## config.mk

```make
export PLATFORM = sky130hd
export DESIGN_NAME = light_sensor_ctrl
export DESIGN_NICKNAME = d
export VERILOG_FILES = /design/src/rtl/light_sensor_pkg.sv /design/src/rtl/fault_run_counter.sv /design/src/rtl/light_sensor_ctrl.sv
export SDC_FILE = /design/constraint.sdc
export NUM_CORES = 1
export LEC_CHECK = 0
export BUFFER_PORTS_ARGS = -buffer_cell sky130_fd_sc_hd__buf_2
export CAP_MARGIN = 10
export CORE_ASPECT_RATIO = 1.75
export CORE_UTILIZATION = 44
export CTS_CLUSTER_DIAMETER = 120
export CTS_CLUSTER_SIZE = 16
export DETAILED_ROUTE_END_ITERATION = 12
export GPL_ROUTABILITY_DRIVEN = 0
export SLEW_MARGIN = 20
export SYNTH_ARGS = -nofsm -noshare
export SYNTH_HDL_FRONTEND = slang
export SYNTH_SLANG_ARGS = --single-unit
```

## constraint.sdc

```tcl
create_clock -name clk -period 5.4 [get_ports clk]
set_clock_uncertainty 0.15 [all_clocks]
set_input_delay 0.54 -clock clk [delete_from_list [all_inputs] [get_ports clk]]
set_output_delay 0.54 -clock clk [all_outputs]
set_load 0.005 [all_outputs]
```

## src/rtl/light_sensor_pkg.sv

```systemverilog
/*
 * Shared constants for the light sensor configuration and status control:
 * register addresses, configuration word field positions, reset values,
 * the conversion state type and the conversion timing counts.
 * Assumes a single 250 MHz clock feeding every user of these constants.
 */
// Behaviour
// - Four-bit range selector, bits 15:12, resets 1100b
// - Selector 1100b picks range, reports it in exponent
// - Conversion-time bit 11: 0 is 100 ms, 1 is 800 ms
// - Short conversion drops low result bits by range
// - Mode bits 10:9: shutdown, single, continuous
// - Single mode reads 01b, then self-clears to shutdown
// - Shutdown keeps ready and threshold flags intact
// - Overflow flag bit 8, re-evaluated every measurement
// - Manual range flags transient overload during integration
// - Auto range flags overflow only at top range
// - Auto overflow aborts, steps range up, restarts
// - Ready flag bit 7, cleared by read or active write
// - Writing shutdown mode leaves ready flag alone
// - High flag bit 6 after enough consecutive high faults
// - Low flag bit 5 after enough consecutive low faults
// - Configuration write aborts and maybe restarts conversion
// - Fault count code needs 1, 2, 4, 8 faults
package light_sensor_pkg;

  localparam logic [7:0] ADDR_RESULT = 8'h00;
  localparam logic [7:0] ADDR_CONFIG = 8'h01;
  localparam logic [7:0] ADDR_LOW_LIMIT = 8'h02;
  localparam logic [7:0] ADDR_HIGH_LIMIT = 8'h03;

  localparam int RANGE_MSB = 15;
  localparam int RANGE_LSB = 12;
  localparam int CONV_TIME_BIT = 11;
  localparam int MODE_MSB = 10;
  localparam int MODE_LSB = 9;
  localparam int OVERFLOW_BIT = 8;
  localparam int READY_BIT = 7;
  localparam int HIGH_FLAG_BIT = 6;
  localparam int LOW_FLAG_BIT = 5;
  localparam int MISC_MSB = 4;
  localparam int MISC_LSB = 2;
  localparam int FAULT_MSB = 1;
  localparam int FAULT_LSB = 0;
  localparam int MANT_MSB = 11;

  localparam logic [15:0] CONFIG_RESET = 16'hc810;
  localparam logic [15:0] RESULT_RESET = 16'h0000;
  localparam logic [15:0] LOW_LIMIT_RESET = 16'h0000;
  localparam logic [15:0] HIGH_LIMIT_RESET = 16'hbfff;

  localparam logic [3:0] AUTO_RANGE = 4'hc;
  localparam logic [3:0] LOWEST_RANGE = 4'h0;
  localparam logic [3:0] TOP_RANGE = 4'hb;
  localparam logic [3:0] FIVE_RANGE = 4'h5;
  localparam logic [1:0] MODE_SHUTDOWN = 2'h0;
  localparam logic [1:0] MODE_SINGLE = 2'h1;

  localparam logic [3:0] FAULT_SATURATE = 4'h8;

  localparam int CLK_KHZ = 250000;
  localparam int SHORT_CONV_MS = 100;
  localparam int LONG_CONV_MS = 800;
  localparam int SHORT_CONV_CYCLES = SHORT_CONV_MS * CLK_KHZ;
  localparam int LONG_CONV_CYCLES = LONG_CONV_MS * CLK_KHZ;
  localparam int TIMER_WIDTH = 28;

  typedef enum logic {
    CONV_IDLE,
    CONV_RUN
  } conv_state_t;

endpackage

```

## src/rtl/fault_run_counter.sv

```systemverilog
/*
 * Counts an uninterrupted run of threshold faults and reports when the run
 * has reached the length that the fault count code asks for.
 * Assumes eval is a one-cycle pulse per finished measurement, same clock.
 */
`timescale 1ns/1ps
module fault_run_counter
  import light_sensor_pkg::*;
(
  input wire logic clk, // System clock.
  input wire logic nrst, // Synchronous reset, active low.
  input wire logic eval, // One pulse per finished measurement.
  input wire logic fault, // This measurement violates the limit.
  input wire logic [1:0] faultCode, // Required run length code.
  output logic reached // Pulse: run long enough at this measurement.
);

  typedef struct packed {
    logic [3:0] count;
    logic reached;
  } run_state_t;

  run_state_t s;
  run_state_t next_s;
  logic [3:0] need;
  logic [3:0] bumped;

  always_comb begin
    next_s = s;
    next_s.reached = 1'b0;
    need = 4'h1 << faultCode;
    bumped = (s.count >= FAULT_SATURATE) ? FAULT_SATURATE : s.count + 4'h1;
    if (eval) begin
      if (fault) begin
        next_s.count = bumped;
        next_s.reached = (bumped >= need);
      end else begin
        next_s.count = 4'h0;
      end
    end
  end

  always_ff @(posedge clk) begin
    if (!nrst) begin
      s <= '0;
    end else begin
      s <= next_s;
    end
  end

  assign reached = s.reached;

endmodule

```

## src/rtl/light_sensor_ctrl.sv

```systemverilog
/*
 * Configuration, timing and status control of the light sensor conversion
 * engine: range handling, conversion timing, operating modes, overflow,
 * conversion-ready and threshold flags, plus the result and limit words.
 * Assumes the analog front end runs on clk, integrates while adcRun is high,
 * restarts on adcStart and presents its mantissa and overload level on clk.
 * The serial bus slave outside turns each register access into one strobe.
 */
`timescale 1ns/1ps
module light_sensor_ctrl
  import light_sensor_pkg::*;
#(
  parameter int SHORT_CYCLES = SHORT_CONV_CYCLES,
  parameter int LONG_CYCLES = LONG_CONV_CYCLES
) (
  input wire logic clk, // System clock, 250 MHz.
  input wire logic nrst, // Synchronous reset, active low.
  input wire logic regWr, // One-cycle register write strobe.
  input wire logic regRd, // One-cycle register read strobe.
  input wire logic [7:0] regAddr, // Register address.
  input wire logic [15:0] regWdata, // Write data.
  input wire logic [11:0] adcMantissa, // Converter mantissa at conversion end.
  input wire logic adcOverload, // Converter overload level.
  output logic [15:0] regRdata, // Read data, valid with regRdValid.
  output logic regRdValid, // Pulse one cycle after regRd.
  output logic adcStart, // Pulse: restart integration.
  output logic adcRun, // High while a conversion is running.
  output logic [3:0] adcRange, // Full-scale range in use.
  output logic adcLong // Long conversion time selected.
);

  typedef struct packed {
    conv_state_t fsm;
    logic running;
    logic [3:0] cfgRange;
    logic cfgLong;
    logic [1:0] cfgMode;
    logic [2:0] cfgMisc;
    logic [1:0] cfgFault;
    logic ovf;
    logic conv_ready_flag;
    logic fh;
    logic fl;
    logic [15:0] lowLimit;
    logic [15:0] highLimit;
    logic [15:0] result;
    // Sized for the long conversion at the full clock rate.
    logic [TIMER_WIDTH-1:0] timer;
    logic [3:0] curRange;
    logic overSeen;
    logic [15:0] rdata;
    logic rdValid;
    logic startPulse;
    logic evalPulse;
    logic faultHigh;
    logic faultLow;
  } ctrl_state_t;

  ctrl_state_t s;
  ctrl_state_t next_s;
  logic [1:0] faultVec;
  logic [1:0] reachedVec;

  // Limits and results are compared on a common linear scale.
  function automatic logic [26:0] toLinear(input logic [15:0] word);
    logic [26:0] lin;
    lin = {15'h0000, word[MANT_MSB:0]};
    toLinear = lin << word[RANGE_MSB:RANGE_LSB];
  endfunction

  // Short integration cannot resolve the lowest bits on the low ranges.
  function automatic logic [11:0] resolutionMask(input logic [3:0] range,
                                                 input logic longConv);
    logic [11:0] m;
    logic [1:0] drop;
    m = 12'hfff;
    drop = 2'h0;
    if (!longConv) begin
      if (range == FIVE_RANGE) begin
        drop = 2'h1;
      end else if (range == LOWEST_RANGE) begin
        drop = 2'h3;
      end else if (range < FIVE_RANGE) begin
        drop = 2'h2;
      end
    end
    resolutionMask = m << drop;
  endfunction

  // Selector codes above the automatic code are reserved; should a host write
  // one anyway, it runs as an out-of-table manual range and harms nothing.
  function automatic logic [3:0] startRange(input logic [3:0] selector);
    startRange = (selector == AUTO_RANGE) ? LOWEST_RANGE : selector;
  endfunction

  // Mode codes 10b and 11b both mean continuous conversion, so only the
  // shutdown and single-shot codes are ever decoded.
  function automatic logic isStop(input logic [1:0] mode);
    isStop = (mode == MODE_SHUTDOWN);
  endfunction

  function automatic logic isSingle(input logic [1:0] mode);
    isSingle = (mode == MODE_SINGLE);
  endfunction

  function automatic logic regHit(input logic strobe, input logic [7:0] addr,
                                  input logic [7:0] target);
    regHit = strobe && (addr == target);
  endfunction

  assign faultVec = {s.faultHigh, s.faultLow};

  // One run counter per limit: index 1 watches the high limit, index 0 the low.
  generate
    for (genvar k = 0; k < 2; k++) begin : gen_fault
      fault_run_counter u_run (
        .clk(clk),
        .nrst(nrst),
        .eval(s.evalPulse),
        .fault(faultVec[k]),
        .faultCode(s.cfgFault),
        .reached(reachedVec[k])
      );
    end
  endgenerate

  logic isAuto;
  logic overNow;
  logic atEnd;
  logic finishNow;
  logic cfgWrite;
  logic cfgRead;
  logic [1:0] newMode;
  logic [3:0] newRange;
  logic [11:0] mant;
  logic [3:0] expo;
  logic [15:0] newResult;
  // Configuration word as the host sees it, most significant field first:
  // range selector, conversion time, mode, overflow, ready, high flag, low
  // flag, three stored-only bits and the fault count code. The four flag
  // bits ignore write data; only the conversion logic sets them.
  logic [15:0] cfgWord;
  // Limits and the result on the common linear scale, worked out once.
  logic [26:0] resultLin;
  logic [26:0] highLin;
  logic [26:0] lowLin;

  always_comb begin
    next_s = s;
    next_s.startPulse = 1'b0;
    next_s.evalPulse = 1'b0;
    next_s.rdValid = 1'b0;
    isAuto = (s.cfgRange == AUTO_RANGE);
    overNow = s.overSeen | adcOverload;
    atEnd = s.cfgLong ? (s.timer == TIMER_WIDTH'(LONG_CYCLES - 1))
                      : (s.timer == TIMER_WIDTH'(SHORT_CYCLES - 1));
    finishNow = 1'b0;
    cfgWrite = regHit(regWr, regAddr, ADDR_CONFIG);
    cfgRead = regHit(regRd, regAddr, ADDR_CONFIG);
    newMode = regWdata[MODE_MSB:MODE_LSB];
    newRange = regWdata[RANGE_MSB:RANGE_LSB];
    mant = adcMantissa & resolutionMask(s.curRange, s.cfgLong);
    // The exponent always reports the range that the conversion really used.
    expo = s.curRange;
    newResult = {expo, mant};
    cfgWord = {s.cfgRange, s.cfgLong, s.cfgMode, s.ovf, s.conv_ready_flag, s.fh, s.fl,
               s.cfgMisc, s.cfgFault};
    resultLin = toLinear(newResult);
    highLin = toLinear(s.highLimit);
    lowLin = toLinear(s.lowLimit);

    // Reads return the word as it stood before any clear takes effect.
    if (regRd) begin
      next_s.rdValid = 1'b1;
      case (regAddr)
        ADDR_RESULT: next_s.rdata = s.result;
        ADDR_CONFIG: next_s.rdata = cfgWord;
        ADDR_LOW_LIMIT: next_s.rdata = s.lowLimit;
        ADDR_HIGH_LIMIT: next_s.rdata = s.highLimit;
        default: next_s.rdata = 16'h0000;
      endcase
    end
    if (cfgRead) begin
      next_s.fh = 1'b0;
      next_s.fl = 1'b0;
    end
    if (regHit(regWr, regAddr, ADDR_LOW_LIMIT)) begin
      next_s.lowLimit = regWdata;
    end
    if (regHit(regWr, regAddr, ADDR_HIGH_LIMIT)) begin
      next_s.highLimit = regWdata;
    end

    case (s.fsm)
      CONV_IDLE: begin
        // Shutdown holds every status flag as it stands, so the host can
        // still read what the last conversion reported.
        next_s.running = 1'b0;
      end
      CONV_RUN: begin
        next_s.timer = s.timer + 1'b1;
        // A manual range keeps a brief overload until the end, because the
        // integrator cannot win back the charge that it lost.
        next_s.overSeen = overNow;
        if (isAuto && adcOverload && (s.curRange < TOP_RANGE)) begin
          // Each step restarts the integration from zero one range higher.
          next_s.curRange = s.curRange + 4'h1;
          next_s.timer = '0;
          next_s.overSeen = 1'b0;
          next_s.startPulse = 1'b1;
        end else if (atEnd) begin
          finishNow = 1'b1;
          // In auto mode overload can only survive to here on the top range.
          next_s.ovf = overNow;
          next_s.result = newResult;
          next_s.evalPulse = 1'b1;
          // Strict compares: a result equal to a limit is no fault.
          next_s.faultHigh = resultLin > highLin;
          next_s.faultLow = resultLin < lowLin;
          if (isSingle(s.cfgMode)) begin
            next_s.cfgMode = MODE_SHUTDOWN;
            next_s.fsm = CONV_IDLE;
            next_s.running = 1'b0;
          end else begin
            next_s.timer = '0;
            next_s.overSeen = 1'b0;
            // Continuous mode starts over at once, back on the selected range
            // or, when ranging automatically, on the lowest one.
            next_s.curRange = startRange(s.cfgRange);
            next_s.startPulse = 1'b1;
          end
        end
      end
      default: begin
        next_s.fsm = CONV_IDLE;
        next_s.running = 1'b0;
      end
    endcase

    // A configuration write overrides the conversion's state, timer and range; a conversion ending this cycle still stores its result.
    if (cfgWrite) begin
      next_s.cfgRange = newRange;
      next_s.cfgLong = regWdata[CONV_TIME_BIT];
      next_s.cfgMode = newMode;
      // Latch, polarity and exponent-mask bits are only stored and read back.
      next_s.cfgMisc = regWdata[MISC_MSB:MISC_LSB];
      next_s.cfgFault = regWdata[FAULT_MSB:FAULT_LSB];
      next_s.timer = '0;
      next_s.overSeen = 1'b0;
      next_s.curRange = startRange(newRange);
      if (isStop(newMode)) begin
        next_s.fsm = CONV_IDLE;
        next_s.running = 1'b0;
        next_s.startPulse = 1'b0;
      end else begin
        next_s.fsm = CONV_RUN;
        next_s.running = 1'b1;
        next_s.startPulse = 1'b1;
      end
    end

    // The ready flag: set at each conversion end wins over any clear.
    if (finishNow) begin
      next_s.conv_ready_flag = 1'b1;
    end else if (cfgRead || (cfgWrite && !isStop(newMode))) begin
      next_s.conv_ready_flag = 1'b0;
    end
    // A run that reached its length sets its flag; that set wins over a
    // configuration read clearing the flag in the same cycle.
    if (reachedVec[1]) begin
      next_s.fh = 1'b1;
    end
    if (reachedVec[0]) begin
      next_s.fl = 1'b1;
    end
  end

  always_ff @(posedge clk) begin
    if (!nrst) begin
      // Clear everything, then load the state, configuration, limit and result fields from their reset values.
      s <= '0;
      s.fsm <= CONV_IDLE;
      s.cfgRange <= CONFIG_RESET[RANGE_MSB:RANGE_LSB];
      s.cfgLong <= CONFIG_RESET[CONV_TIME_BIT];
      s.cfgMode <= CONFIG_RESET[MODE_MSB:MODE_LSB];
      s.cfgMisc <= CONFIG_RESET[MISC_MSB:MISC_LSB];
      s.cfgFault <= CONFIG_RESET[FAULT_MSB:FAULT_LSB];
      s.lowLimit <= LOW_LIMIT_RESET;
      s.highLimit <= HIGH_LIMIT_RESET;
      s.result <= RESULT_RESET;
    end else begin
      s <= next_s;
    end
  end

  // Every output is a register field, so nothing combinational reaches a pin.
  assign regRdata = s.rdata;
  assign regRdValid = s.rdValid;
  assign adcStart = s.startPulse;
  assign adcRun = s.running;
  assign adcRange = s.curRange;
  assign adcLong = s.cfgLong;

endmodule

```

After elaboration in Yosys (flattened, before gate mapping)
Cells that the tools add are included.
- input port bits: 41
- register bits: 130
- output and inout bits: 24
- logic and storage cells: 134
- order comparisons: 8
- muxes and demuxes: 44
- reductions and logical operators: 27
- bitwise logic cells: 5
- shift-type cells: 5
- equality and inequality tests: 14
- add/subtract/negate cells: 4
- operators by type and width (operator ; count):
    $shl A12 B4 Y27 ; 3
    $mux W33 ; 2
    $pmux W16 S4 ; 1
    $mux W49 ; 1
    $mux W4 ; 8
    $add A28 B1 Y28 const B ; 1
    $eq A28 B25 Y1 const B ; 1
    $eq A28 B28 Y1 const B ; 1
    $gt A27 B27 Y1 ; 1
    $lt A27 B27 Y1 ; 1
    $mux W2 ; 13
    $eq A8 B2 Y1 const B ; 2
    $reduce_and A3 Y1 ; 5
    $mux W1 ; 14
    $mux W14 ; 1
    $add A4 B1 Y4 const B ; 3
    $and A12 B12 Y12 ; 1
    $reduce_bool A2 Y1 ; 6
    $shl A12 B2 Y12 const A ; 1
    $mux W5 ; 2
    $eq A4 B4 Y1 const B ; 2
    $eq A8 B1 Y1 const B ; 1
    $ge A4 B4 Y1 ; 2
    $ge A4 B4 Y1 const B ; 2
    other kinds (22) ; 32

Longest topological paths before layout
Gate-level depths: netlist (run 1).
- depth after elaboration: 13
- depth in mapped cells: 18
- mapped depth without buffers: 17

Cells and area by module
From an unflattened synthesis (run 1), not the netlist that was laid out.
- cell total of the unflattened synthesis: 1151
- area, all modules: 9049.9 sq um
- by module, submodules not included (module ; sequential area each (sq um) ; area each (sq um) ; cells each ; times used):
    light_sensor_ctrl ; 2402.3 ; 8369.3 ; 1073 ; 1
    fault_run_counter ; 100.1 ; 340.3 ; 39 ; 2

Worst setup path before layout (run 1)
Ideal clock, no wire load.
- path kind: register -> register
- start: register s, in the netlist adcRange[0]
- end: register s, in the netlist faultVec[1]
- library setup time: 132 ps
- data arrival time: 3635 ps
- required time: 5118 ps
- cell stages (with the launch flop): 17
- path slack: 1482 ps
- clock period less this slack: 3918 ps
- path buffers: 1
- cell sequence: dfxtp_1 > clkbuf_1 > clkinv_1 > ha_1 > nor3b_1 > o31ai_1 > mux2_2 > mux2_2 > o21ai_0 > and2_1 > ha_1 > and4_1 > a221oi_1 > o21ai_0 > o2bb2ai_1 > o211ai_1 > a21oi_1
- word-level cells in the longest chain between the ends: 9
- elaborated cells between the ends (all ways): 15
- those cells by class: order compare (3); eq/ne (1); shift (2); mux (4); bitwise (2); reduce/logical (3)
- RTL lines (item ; RTL line ; source):
    start: declaration ; light_sensor_ctrl.sv:59 ; ctrl_state_t s;
    start signal: assignment ; light_sensor_ctrl.sv:292 ; s <= next_s;
    $lt A4 B3 Y1 ; light_sensor_ctrl.sv:83 ; end else if (range < FIVE_RANGE) begin
    $mux W2 ; light_sensor_ctrl.sv:83 ;
    $mux W2 ; light_sensor_ctrl.sv:81 ; end else if (range == LOWEST_RANGE) begin
    $mux W2 ; light_sensor_ctrl.sv:79 ; if (range == FIVE_RANGE) begin
    $mux W2 ; light_sensor_ctrl.sv:78 ; if (!longConv) begin
    $shl A12 B2 Y12 ; light_sensor_ctrl.sv:87 ; resolutionMask = m << drop;
    $and A12 B12 Y12 ; light_sensor_ctrl.sv:162 ; mant = adcMantissa & resolutionMask(s.curRange, s.cfgLong);
    $shl A12 B4 Y27 ; light_sensor_ctrl.sv:68 ; toLinear = lin << word[RANGE_MSB:RANGE_LSB];
    $gt A27 B27 Y1 ; light_sensor_ctrl.sv:218 ; next_s.faultHigh = resultLin > highLin;
Parallel ways exist; a longest one is shown, timed or not.
A chain may end at the register's enable or synchronous reset.

Worst setup path in the final report (run 1)
- start: register s, in the netlist adcRange[3]
- end: register s, in the netlist faultVec[1]
Same word-level chain as after synthesis.

==> run metrics, run 1 <==
outcome=finished clean; Worst EP required=around 5.6 ns; Leak=roughly 4.1 nW; count leader, synth=nand2_1; CP Class=flop to flop; cells after synthesis=around 1200; cell taking the most area after synthesis=dfxtp_1; CTS Buffer Depth=2; R2R depth=12; H-tree levels=4; synth top area cells=dfxtp_1 28%, ha_1 9.2%, mux2i_1 8.7%; Worst Hold Class=primary input to flop; Hold Crit Start=regWdata[5]; vias post-DR=around 8500; Num CTS Buffers=17; r2r endpoint=faultVec[1]$_SDFFE_PN0P_; Die Ht=193.3 microns; post-synthesis sequential area ratio=~28%; Syn Nets=around 1300; worst hold stages=3; reg2reg setup slack=between 1.5 and 2 ns; crit path buf inv count=0; die area=roughly 22000 sq um; setup TNS=0 ns; Mapped Area=~9200 sq um; Layout Utilization=49.20%; Tmin final=slightly below 4 ns; I/O pin cnt=65; drt wl/cell=about 21 microns; Cell Pwr Density=roughly 230 nW/um^2; Post-synth top flop=dfxtp_1; CP Data Arrival Time=slightly above 4 ns; RSZ-0062 raised after global routing=no; fraction of registers with async set or reset after synthesis=0%; Final Cycle Share=just over 70%; crit-path max FO=30; initial antenna violation count=0; TritonCTS Sinks=130; core area=just over 20000 sq um; number of post-CTS setup repair buffers=0; Remaining DRCs=0; Max-cap violations=0; cell family with most CP delay=compound AO/OA/AOI/OAI gates; Final #Nets=between 1000 and 1500; Yosys reg bits=130; cts hold-fix bufs=0; post-synth top area share=about 28%; Row Count=69; Skew-Pair Late Insertion Delay=0.44 ns; GRT Total Usage=approximately 28%; largest net degree at the start of global routing=39; vias in the first global route=roughly 8300; Peak supply drop=0.0003143 V; CP max stage delay=approximately 0.98 ns; yosys warns=0; CTS clk-pin slew, worst paths=about 0.060 ns; grt total ovfl=0; area delta synth->final=8.964%; crit path cell chain=o31ai_1 -> mux2_2 -> mux2_2 -> o21ai_0 -> and2_1 -> ha_1 -> and4_1 -> a221oi_1 -> o21ai_0 -> o2bb2ai_1 -> o211ai_1 -> a21oi_1; Synth top cells by count=169 x nand2_1, 130 x dfxtp_1, 116 x nor2_1, 80 x mux2i_1, 78 x a21oi_1; DR vias/cell=between 6 and 7; CTS resizes=0; type of origin of the critical path=flop; Worst-Margin Slew=1.002 ns; wire length of the first global-routing pass=between 40000 and 50000 microns; Avg Inst Size Synth=7.985 sq um; drt initial violations=roughly 640; Hold Vio Cnt, Final=0; die outline width=around 110 microns; kind of end point of the critical path=flop; WHS=0.2056 ns; drt total wl=29410 microns; count of different cell masters after synthesis=between 70 and 80; TritonCTS clock tree=built; worst rel slew slack=roughly 33%; Final Max Tran Viols=0; diode count=0; Power Total=~2.3 mW; fmax=about 0.26 GHz; post-DP HPWL=about 22000 microns; DR pass1 iterations=5; Starting Density=a little under half; share of post-route cells with drive strength above 1=a little over an eighth; FF-to-FF Start=adcRange[3]$_SDFFE_PN0P_; hold path endpoint=s[75]$_SDFFE_PN1P_; number of synthesized flops with an enable pin=0; Setup Viol. Count Final=0; ANT nets after route=0; Root Buffer=clkbuf_16; CP max stage cell=dfxtp_1; Port-buffer cells=64
==> placed cells by master, fill, tap and decap left out, types with 9 or more instances in the layout <==
cell type and count:
nand2_1 169, dfxtp_1 130, nor2_1 116, mux2i_1 80, a21oi_1 78, ha_1 68
buf_2 64, nand3_1 63, o21ai_0 47, nand4_1 22, nand2b_1 21, a22oi_1 21
inv_1 19, mux2_2 18, xnor2_1 17, clkbuf_16 17, nor3_1 15, a211oi_1 15
nor2b_1 13, xor2_1 12, mux4_2 9, buf_4 9
==> flip-flops by register name (all words and copies together), names as in the netlist <==
signal	count
s	79
regRdata	16
cfgWord	15
gen_fault.u_run.s	8
adcRange	4
faultVec	2
gen_fault.u_run.reached	2
adcLong	1
adcRun	1
adcStart	1
regRdValid	1
==> metal layers <==
layer / routed length (microns) / part of all wire, % / vias up / GRT usage (%)
li1: - / - / 4088 / -
met1: 10980 / 37 / 4033 / 29.38
met2: 14830 / 50 / 297 / 49.49
met3: 1275 / 4.3 / 106 / 3.446
met4: 2314 / 7.9 / 0 / 22.02
met5: 0 / 0 / - / 0
==> worst max path at each step <==
stage                                   startpoint                        to  cells after the start
after floorplan           adcRange[0]$_SDFFE_PN0P_  faultVec[1]$_SDFFE_PN0P_                     16
after global placement    adcRange[3]$_SDFFE_PN0P_  faultVec[1]$_SDFFE_PN0P_                     12
after detailed placement  adcRange[3]$_SDFFE_PN0P_  faultVec[1]$_SDFFE_PN0P_                     12
after CTS                 adcRange[3]$_SDFFE_PN0P_  faultVec[1]$_SDFFE_PN0P_                     12
after global routing      adcRange[3]$_SDFFE_PN0P_  faultVec[1]$_SDFFE_PN0P_                     12
final                     adcRange[3]$_SDFFE_PN0P_  faultVec[1]$_SDFFE_PN0P_                     12
==> cell type report <==
type,instances,area (sq um)
inverter,25,93.84
tap,248,310.3
multi-input combinational,910,6003
fill,2046,10350
timing repair buffer,73,387.9
clock inverter,13,186.4
sequential,130,2603
clock buffer,18,439.2
==> where the power goes <==
group	leakage [nW]	internal, mW	switching (mW)
registers	1.05	0.964	0.00322
clock network	0.294	0.781	0.456
logic	2.79	0.0508	0.0878
==> cell families (layout without fill, tap and decap cells) <==
kind of cell    Yosys count  after routing  synth area share, %
buf+inv                 112            129                6.447
xor+xnor                 29             29                2.761
fa+ha+maj                68             68                9.249
mux                     107            107                13.11
simple gates            487            487                25.35
compound gates          219            219                14.79
flops                   130            130                28.29
==> metrics by stage <==
stage               instances  area, sq um  setup WS (ns)
floorplan                1152         9199          1.482
finish                   1417        10020          1.510
global route             1417        10020          1.232
CTS                      1417        10020          1.568
detailed placement       1386         9398          1.597
global placement         1386         9398          1.639
==> worst register-to-register path: cells and delay by family (launching register included) <==
| family | cells | cell delay, ns |
|---|---|---|
| AO/OA/AOI/OAI | 7 | 1.34 |
| adder cells (fa/ha/maj) | 1 | 0.23 |
| AND/OR/NAND/NOR | 2 | 0.41 |
| multiplexers | 2 | 0.64 |
| flip-flops | 1 | 0.98 |
Power figures use the tool's default switching activity.
==> run 2: changes to the inputs <==
==> constraint.sdc (replaced) <==
create_clock -name clk -period 3.2 [get_ports clk]
set_clock_uncertainty 0.15 [all_clocks]
set_input_delay 0.32 -clock clk [delete_from_list [all_inputs] [get_ports clk]]
set_output_delay 0.32 -clock clk [all_outputs]
set_load 0.005 [all_outputs]
==> run metrics, run 2 (synthesis results as in run 1) <==
sequential power share=40.6% (-0.7 points); CP Data Arrival Time=3.43 ns (-0.63 ns); Leak=4.586 nW (+11%); ANT nets after route=0 (unchanged); TritonCTS Sinks=130 (unchanged); pre-CTS WS=-0.09588 ns (-1.693 ns); R2R depth=15 (+3); Peak supply drop=0.0005772 V (+84%); switching pwr=0.9445 mW (+73%); Remaining DRCs=3 (+3); diode count=0 (unchanged); type of origin of the critical path=flop; worst hold stages=3 (unchanged); fmax=0.3125 GHz (+22%); die outline width=111.3 microns (unchanged); drt wl/cell=20.44 microns (-1.5%); Tmin final=3.200 ns (-0.6900 ns); Worst path most repeated cell=a21oi_1; Biggest register=s; outcome=finished, violations left; kind of end point of the critical path=flop; Comb power frac=7.1% (+1.2 points); TritonCTS clock tree=built; beginning of the critical path=adcRange[0]$_SDFFE_PN0P_; clock power share=52.3% (-0.5 points); Die Ht=193.3 microns (unchanged); Row Count=69 (unchanged); wire length of the first global-routing pass=47290 microns (+3.2%); grt total ovfl=0 (unchanged); largest net degree at the start of global routing=57 (+46%); GRT Total Usage=28.75% (+0.93 points); drt initial violations=514 (-19%); Switching Share=23.55% (+0.19 points); drt total wl=30670 microns (+4.3%); failing checks=design-rule violations, negative setup slack; Cell Pwr Density=370.5 nW/um^2 (+59%); I/O pin cnt=65 (unchanged); Skew-Pair Late Insertion Delay=0.43 ns (about the same); vias in the first global route=8684 (+4.7%); Num CTS Buffers=17 (unchanged); initial antenna violation count=0 (unchanged); vias post-DR=8831 (+3.6%); Worst EP required=3.43 ns (-2.14 ns); Final Max Tran Viols=0 (unchanged); Worst-Margin Slew=0.8207 ns (-0.1818 ns); CP max stage cell=or4b_4; r2r endpoint=faultVec[0]$_SDFFE_PN0P_; crit path cell chain=clkinv_8 -> ha_4 -> or4b_4 -> a31oi_4 -> a21oi_1 -> a21oi_2 -> o22ai_2 -> buf_4 -> ha_1 -> a21o_1 -> a211o_1 -> nor2_1 -> o41ai_1 -> a21oi_1 -> o21a_1; Final #Nets=1349 (+6.6%); area delta synth->final=17.67%; internal power=3.066 mW (+71%); most frequent cells in the layout=169 x nand2_1, 128 x dfxtp_1, 116 x nor2_1; Setup WS post-layout=-0.0003291 ns (-1.510 ns); Max-cap violations=0 (unchanged); Worst Hold Class=primary input to flop; reg2reg setup slack=-0.0003 ns (-1.51 ns); share of post-route cells with drive strength above 1=20.19% (+6.8 points); RSZ-0062 raised after global routing=yes; max reg flops=79 (unchanged); most common cell after layout, fill and taps aside=nand2_1; Setup Viol. Count Final=1 (+1); Starting Density=45.15% (unchanged); FF-to-FF Start=adcRange[0]$_SDFFE_PN0P_; CTS Buffer Depth=2 (unchanged); Final Cycle Share=100.0% (+28 points); Power Total=4.010 mW (+71%); CP max stage delay=0.50 ns (-0.48 ns); H-tree levels=4 (unchanged); CTS clk-pin slew, worst paths=0.06 ns (about the same); CP Class=flop to flop; Root Buffer=clkbuf_16; core area=20370 sq um (unchanged); WHS=0.01236 ns (-0.1932 ns); worst rel slew slack=45.29% (+12 points); DR vias/cell=5.883 (-2.2%); post-DP HPWL=24000 microns (+7.4%); die area=21510 sq um (unchanged); Hold Vio Cnt, Final=0 (unchanged); DR pass1 iterations=9 (+4); Port-buffer cells=64 (unchanged); crit-path max FO=4 (-87%); CP Capture Point=faultVec[0]$_SDFFE_PN0P_
## run 2: final cells by class
class / count / area [sq um]
fillers: 2019 / 9550
multi-input cells: 910 / 6105
flip-flops and latches: 130 / 2608
repair buffers: 156 / 1069
clock buffers: 19 / 442.9
well taps: 248 / 310.3
clock inverters: 13 / 182.7
inverters: 25 / 107.6
## run 2: routing by layer
layer / GRT usage [%] / wire length, microns / vias up
li1: - / - / 4265
met1: 28.08 / 10710 / 4138
met2: 52.62 / 15960 / 294
met3: 4.355 / 1359 / 134
met4: 24.12 / 2635 / 0
met5: 0 / 0 / -
## run 2: power by group through the flow
stage,Sequential (mW),Combinational (mW),Clock (mW)
after floorplan,1.66,0.154,0
after global placement,1.67,0.266,0
after detailed placement,1.67,0.267,0
after CTS,1.63,0.280,2.11
after global routing,1.63,0.306,2.17
final,1.63,0.283,2.10
## run 2: stage by stage
| step | cells | utilization, % | setup TNS (ns) | cell area [sq um] |
|---|---|---|---|---|
| after floorplan | 1152 | - | 0 | 9280 |
| final | 1501 | 53.13 | -0.0003291 | 10820 |
| after global placement | 1459 | 49.29 | -0.1278 | 10040 |
| after global routing | 1501 | 53.13 | -0.4288 | 10820 |
| after CTS | 1501 | 53.06 | 0 | 10810 |
| after detailed placement | 1459 | 49.29 | -0.1744 | 10040 |
## run 2: repair_timing
action | 4_1_cts | 5_1_grt
resized for setup | 9 | 4
endpoints found under the setup margin | 2 | 2
hold endpoints to repair | 10 | 0
setup buffers | 2 | 0
pin swaps | 5 | 0
hold buffers | 8 | 0
## run 2: worst min path at each step
stage / from / end / slack [ns]
after detailed placement: cfgWord[2]$_SDFFE_PN0P_ / cfgWord[2]$_SDFFE_PN0P_ / 0.30
after floorplan: gen_fault[0].u_run.reached$_SDFF_PN0_ / cfgWord[5]$_SDFFE_PN0P_ / 0.26
after CTS: regWdata[10] / s[80]$_SDFFE_PN1P_ / 0.001
after global routing: regWdata[10] / cfgWord[10]$_SDFFE_PN0P_ / 0.02
after global placement: cfgWord[3]$_SDFFE_PN0P_ / cfgWord[3]$_SDFFE_PN0P_ / 0.29
final: regWdata[9] / s[79]$_SDFFE_PN1P_ / 0.01
## run 2: critical path: cells and delay by family, from the launching register on
family	cells	cell delay [ns]
AOI/OAI and AO/OA	9	1.40
adders and majority gates	2	0.43
buffers and inverters	2	0.21
DFF	1	0.37
and+or+nand+nor	2	0.60
==> run 3: changes to the inputs <==
--- a/config.mk
+++ b/config.mk
@@ -7,12 +7,15 @@
 export LEC_CHECK = 0
 export BUFFER_PORTS_ARGS = -buffer_cell sky130_fd_sc_hd__buf_2
 export CAP_MARGIN = 10
+export CELL_PAD_IN_SITES_DETAIL_PLACEMENT = 1
+export CELL_PAD_IN_SITES_GLOBAL_PLACEMENT = 1
 export CORE_ASPECT_RATIO = 1.75
-export CORE_UTILIZATION = 44
+export CORE_UTILIZATION = 42
 export CTS_CLUSTER_DIAMETER = 120
 export CTS_CLUSTER_SIZE = 16
 export DETAILED_ROUTE_END_ITERATION = 12
 export GPL_ROUTABILITY_DRIVEN = 0
+export PLACE_DENSITY = 0.83
 export SLEW_MARGIN = 20
 export SYNTH_ARGS = -nofsm -noshare
 export SYNTH_HDL_FRONTEND = slang
==> run metrics, run 3 (synthesis results as in run 1) <==
outcome=finished, violations left; failing checks=negative setup slack; grt total ovfl=0 (unchanged); Skew-Pair Late Insertion Delay=0.44 ns (about the same); share of post-route cells with drive strength above 1=20.58% (+0.38 points); dpl cell area=10050 sq um (about the same); Final Max Tran Viols=0 (unchanged); CP Data Arrival Time=3.56 ns (+0.13 ns); CP Class=flop to flop; DR vias/cell=6.183 (+5.1%); Biggest register=s; WHS=0.03345 ns (+0.02109 ns); Worst path most repeated cell=mux2i_1; die outline width=113.9 microns (+2.3%); H-tree levels=4 (unchanged); DR pass1 iterations=8 (-1); Num CTS Buffers=17 (unchanged); CP max stage delay=0.50 ns (about the same); GRT Total Usage=33.54% (+4.8 points); Worst Hold Class=primary input to flop; most frequent cells in the layout=168 x nand2_1, 125 x dfxtp_1, 114 x nor2_1; Worst EP required=3.43 ns (about the same); worst hold stages=2 (-1); Remaining DRCs=0 (-3); post-DP HPWL=26400 microns (+10%); largest net degree at the start of global routing=47 (-18%); drt wl/cell=23.95 microns (+17%); Hold Vio Cnt, Final=0 (unchanged); Max-cap violations=0 (unchanged); ANT nets after route=0 (unchanged); Setup Viol. Count Final=2 (+1); I/O pin cnt=65 (unchanged); vias in the first global route=10130 (+17%); CTS clk-pin slew, worst paths=0.06 ns (about the same); core area=21500 sq um (+5.5%); kind of end point of the critical path=flop; Peak supply drop=0.0004498 V (-22%); setup TNS=-0.2289 ns (-0.2286 ns); type of origin of the critical path=flop; Tmin final=3.329 ns (+0.1284 ns); drt initial violations=578 (+12%); fmax=0.3004 GHz (-3.9%); crit path cell chain=clkinv_8 -> ha_4 -> or4b_4 -> a31oi_4 -> mux2i_1 -> mux2i_1 -> mux2i_1 -> ha_1 -> a21o_1 -> a21oi_2 -> nor2b_1 -> o21ai_1 -> a21oi_2 -> o41ai_2 -> o21a_1; Final #Nets=1348 (-0.074%); wire length of the first global-routing pass=56280 microns (+19%); Worst path depth=15 (unchanged); max reg flops=79 (unchanged); die area=22520 sq um (+4.7%); Leak=4.539 nW (-1.0%); crit-path max FO=4 (unchanged); R2R depth=15 (unchanged); area delta synth->final=17.44%; CTS Buffer Depth=2 (unchanged); TritonCTS Sinks=130 (unchanged); Row Count=71 (+2.9%); Port-buffer cells=64 (unchanged); Power Total=3.743 mW (-6.7%); crit path buf inv count=1 (-1); vias post-DR=9541 (+8.0%); fin area=10800 sq um (-0.20%); TritonCTS clock tree=built; Root Buffer=clkbuf_16; Setup WS post-layout=-0.1287 ns (-0.1284 ns); most common cell after layout, fill and taps aside=nand2_1; cell family with most CP delay=compound AO/OA/AOI/OAI gates; drt total wl=36950 microns (+20%); Starting Density=42.79% (-2.4 points); Die Ht=197.8 microns (+2.3%); initial antenna violation count=2 (+2); worst rel slew slack=43.08% (-2.2 points); RSZ-0062 raised after global routing=yes; Final Cycle Share=104.0% (+4.0 points); CP max stage cell=or4b_4; Cell Pwr Density=346.5 nW/um^2 (-6.5%); Worst-Margin Slew=0.8526 ns (+0.03191 ns)
[run 3: path summary, 6_finish.rpt]
kind	from	endpoint	slack (ns)
setup / recovery	adcRange[0]$_SDFFE_PN0P_	faultVec[0]$_SDFFE_PN0P_	-0.13
setup reg to reg	adcRange[0]$_SDFFE_PN0P_	faultVec[0]$_SDFFE_PN0P_	-0.13
hold reg to reg	cfgWord[3]$_SDFFE_PN0P_	cfgWord[3]$_SDFFE_PN0P_	0.31
hold / removal	nrst	cfgWord[14]$_SDFFE_PN1P_	0.03
[run 3: layout make-up]
class | instances | area [sq um]
tap | 292 | 365.4
timing repair buffer | 155 | 1036
sequential | 130 | 2611
inverter | 25 | 107.6
fill | 2691 | 10700
clock buffer | 23 | 457.9
clock inverter | 6 | 60.06
multi-input combinational | 910 | 6160
antenna | 2 | 5.005
[run 3: stage by stage]
| step | utilization (%) | std cells | setup slack [ns] |
|---|---|---|---|
| global route | 50.23 | 1541 | -0.2529 |
| floorplan | - | 1152 | 0.01793 |
| finish | 50.25 | 1543 | -0.1287 |
| detailed placement | 46.75 | 1500 | -0.1245 |
| CTS | 50.08 | 1539 | -0.005959 |
| global placement | 46.75 | 1500 | -0.01155 |
[run 3: report_power, final]
| part | leakage, nW | total [mW] | internal [mW] | switching, mW |
|---|---|---|---|---|
| logic | 3.24 | 0.303 | 0.120 | 0.183 |
| clock network | 0.249 | 1.81 | 1.07 | 0.740 |
| registers | 1.05 | 1.63 | 1.63 | 0.00536 |
[run 3: layer usage]
metal	share of wire, %	wire (microns)	global-route usage [%]	vias up
met1	32	11930	30.88	4632
met3	5.4	2009	7.163	221
li1	-	-	-	4258
met2	52	19240	60.57	430
met4	10	3777	31.12	0
met5	0	0	0	-
[run 3: repair_timing]
action                     in CTS  in global routing
setup endpoints to repair       2                  2
hold buffers                    8                  0
pin swaps                      15                  3
hold endpoints to repair       12                  0
setup buffers                   2                  2
resized for setup              21                  8
cloned                          0                  0
[run 3: worst reg2reg max path: cells and delay by family, from the launching register on]
kind / cells / cell delay, ns
adders and majority gates: 2 / 0.47
muxes: 3 / 0.48
and+or+nand+nor: 2 / 0.56
buffers and inverters: 1 / 0.05
AOI/OAI and AO/OA: 7 / 1.21
DFF: 1 / 0.37
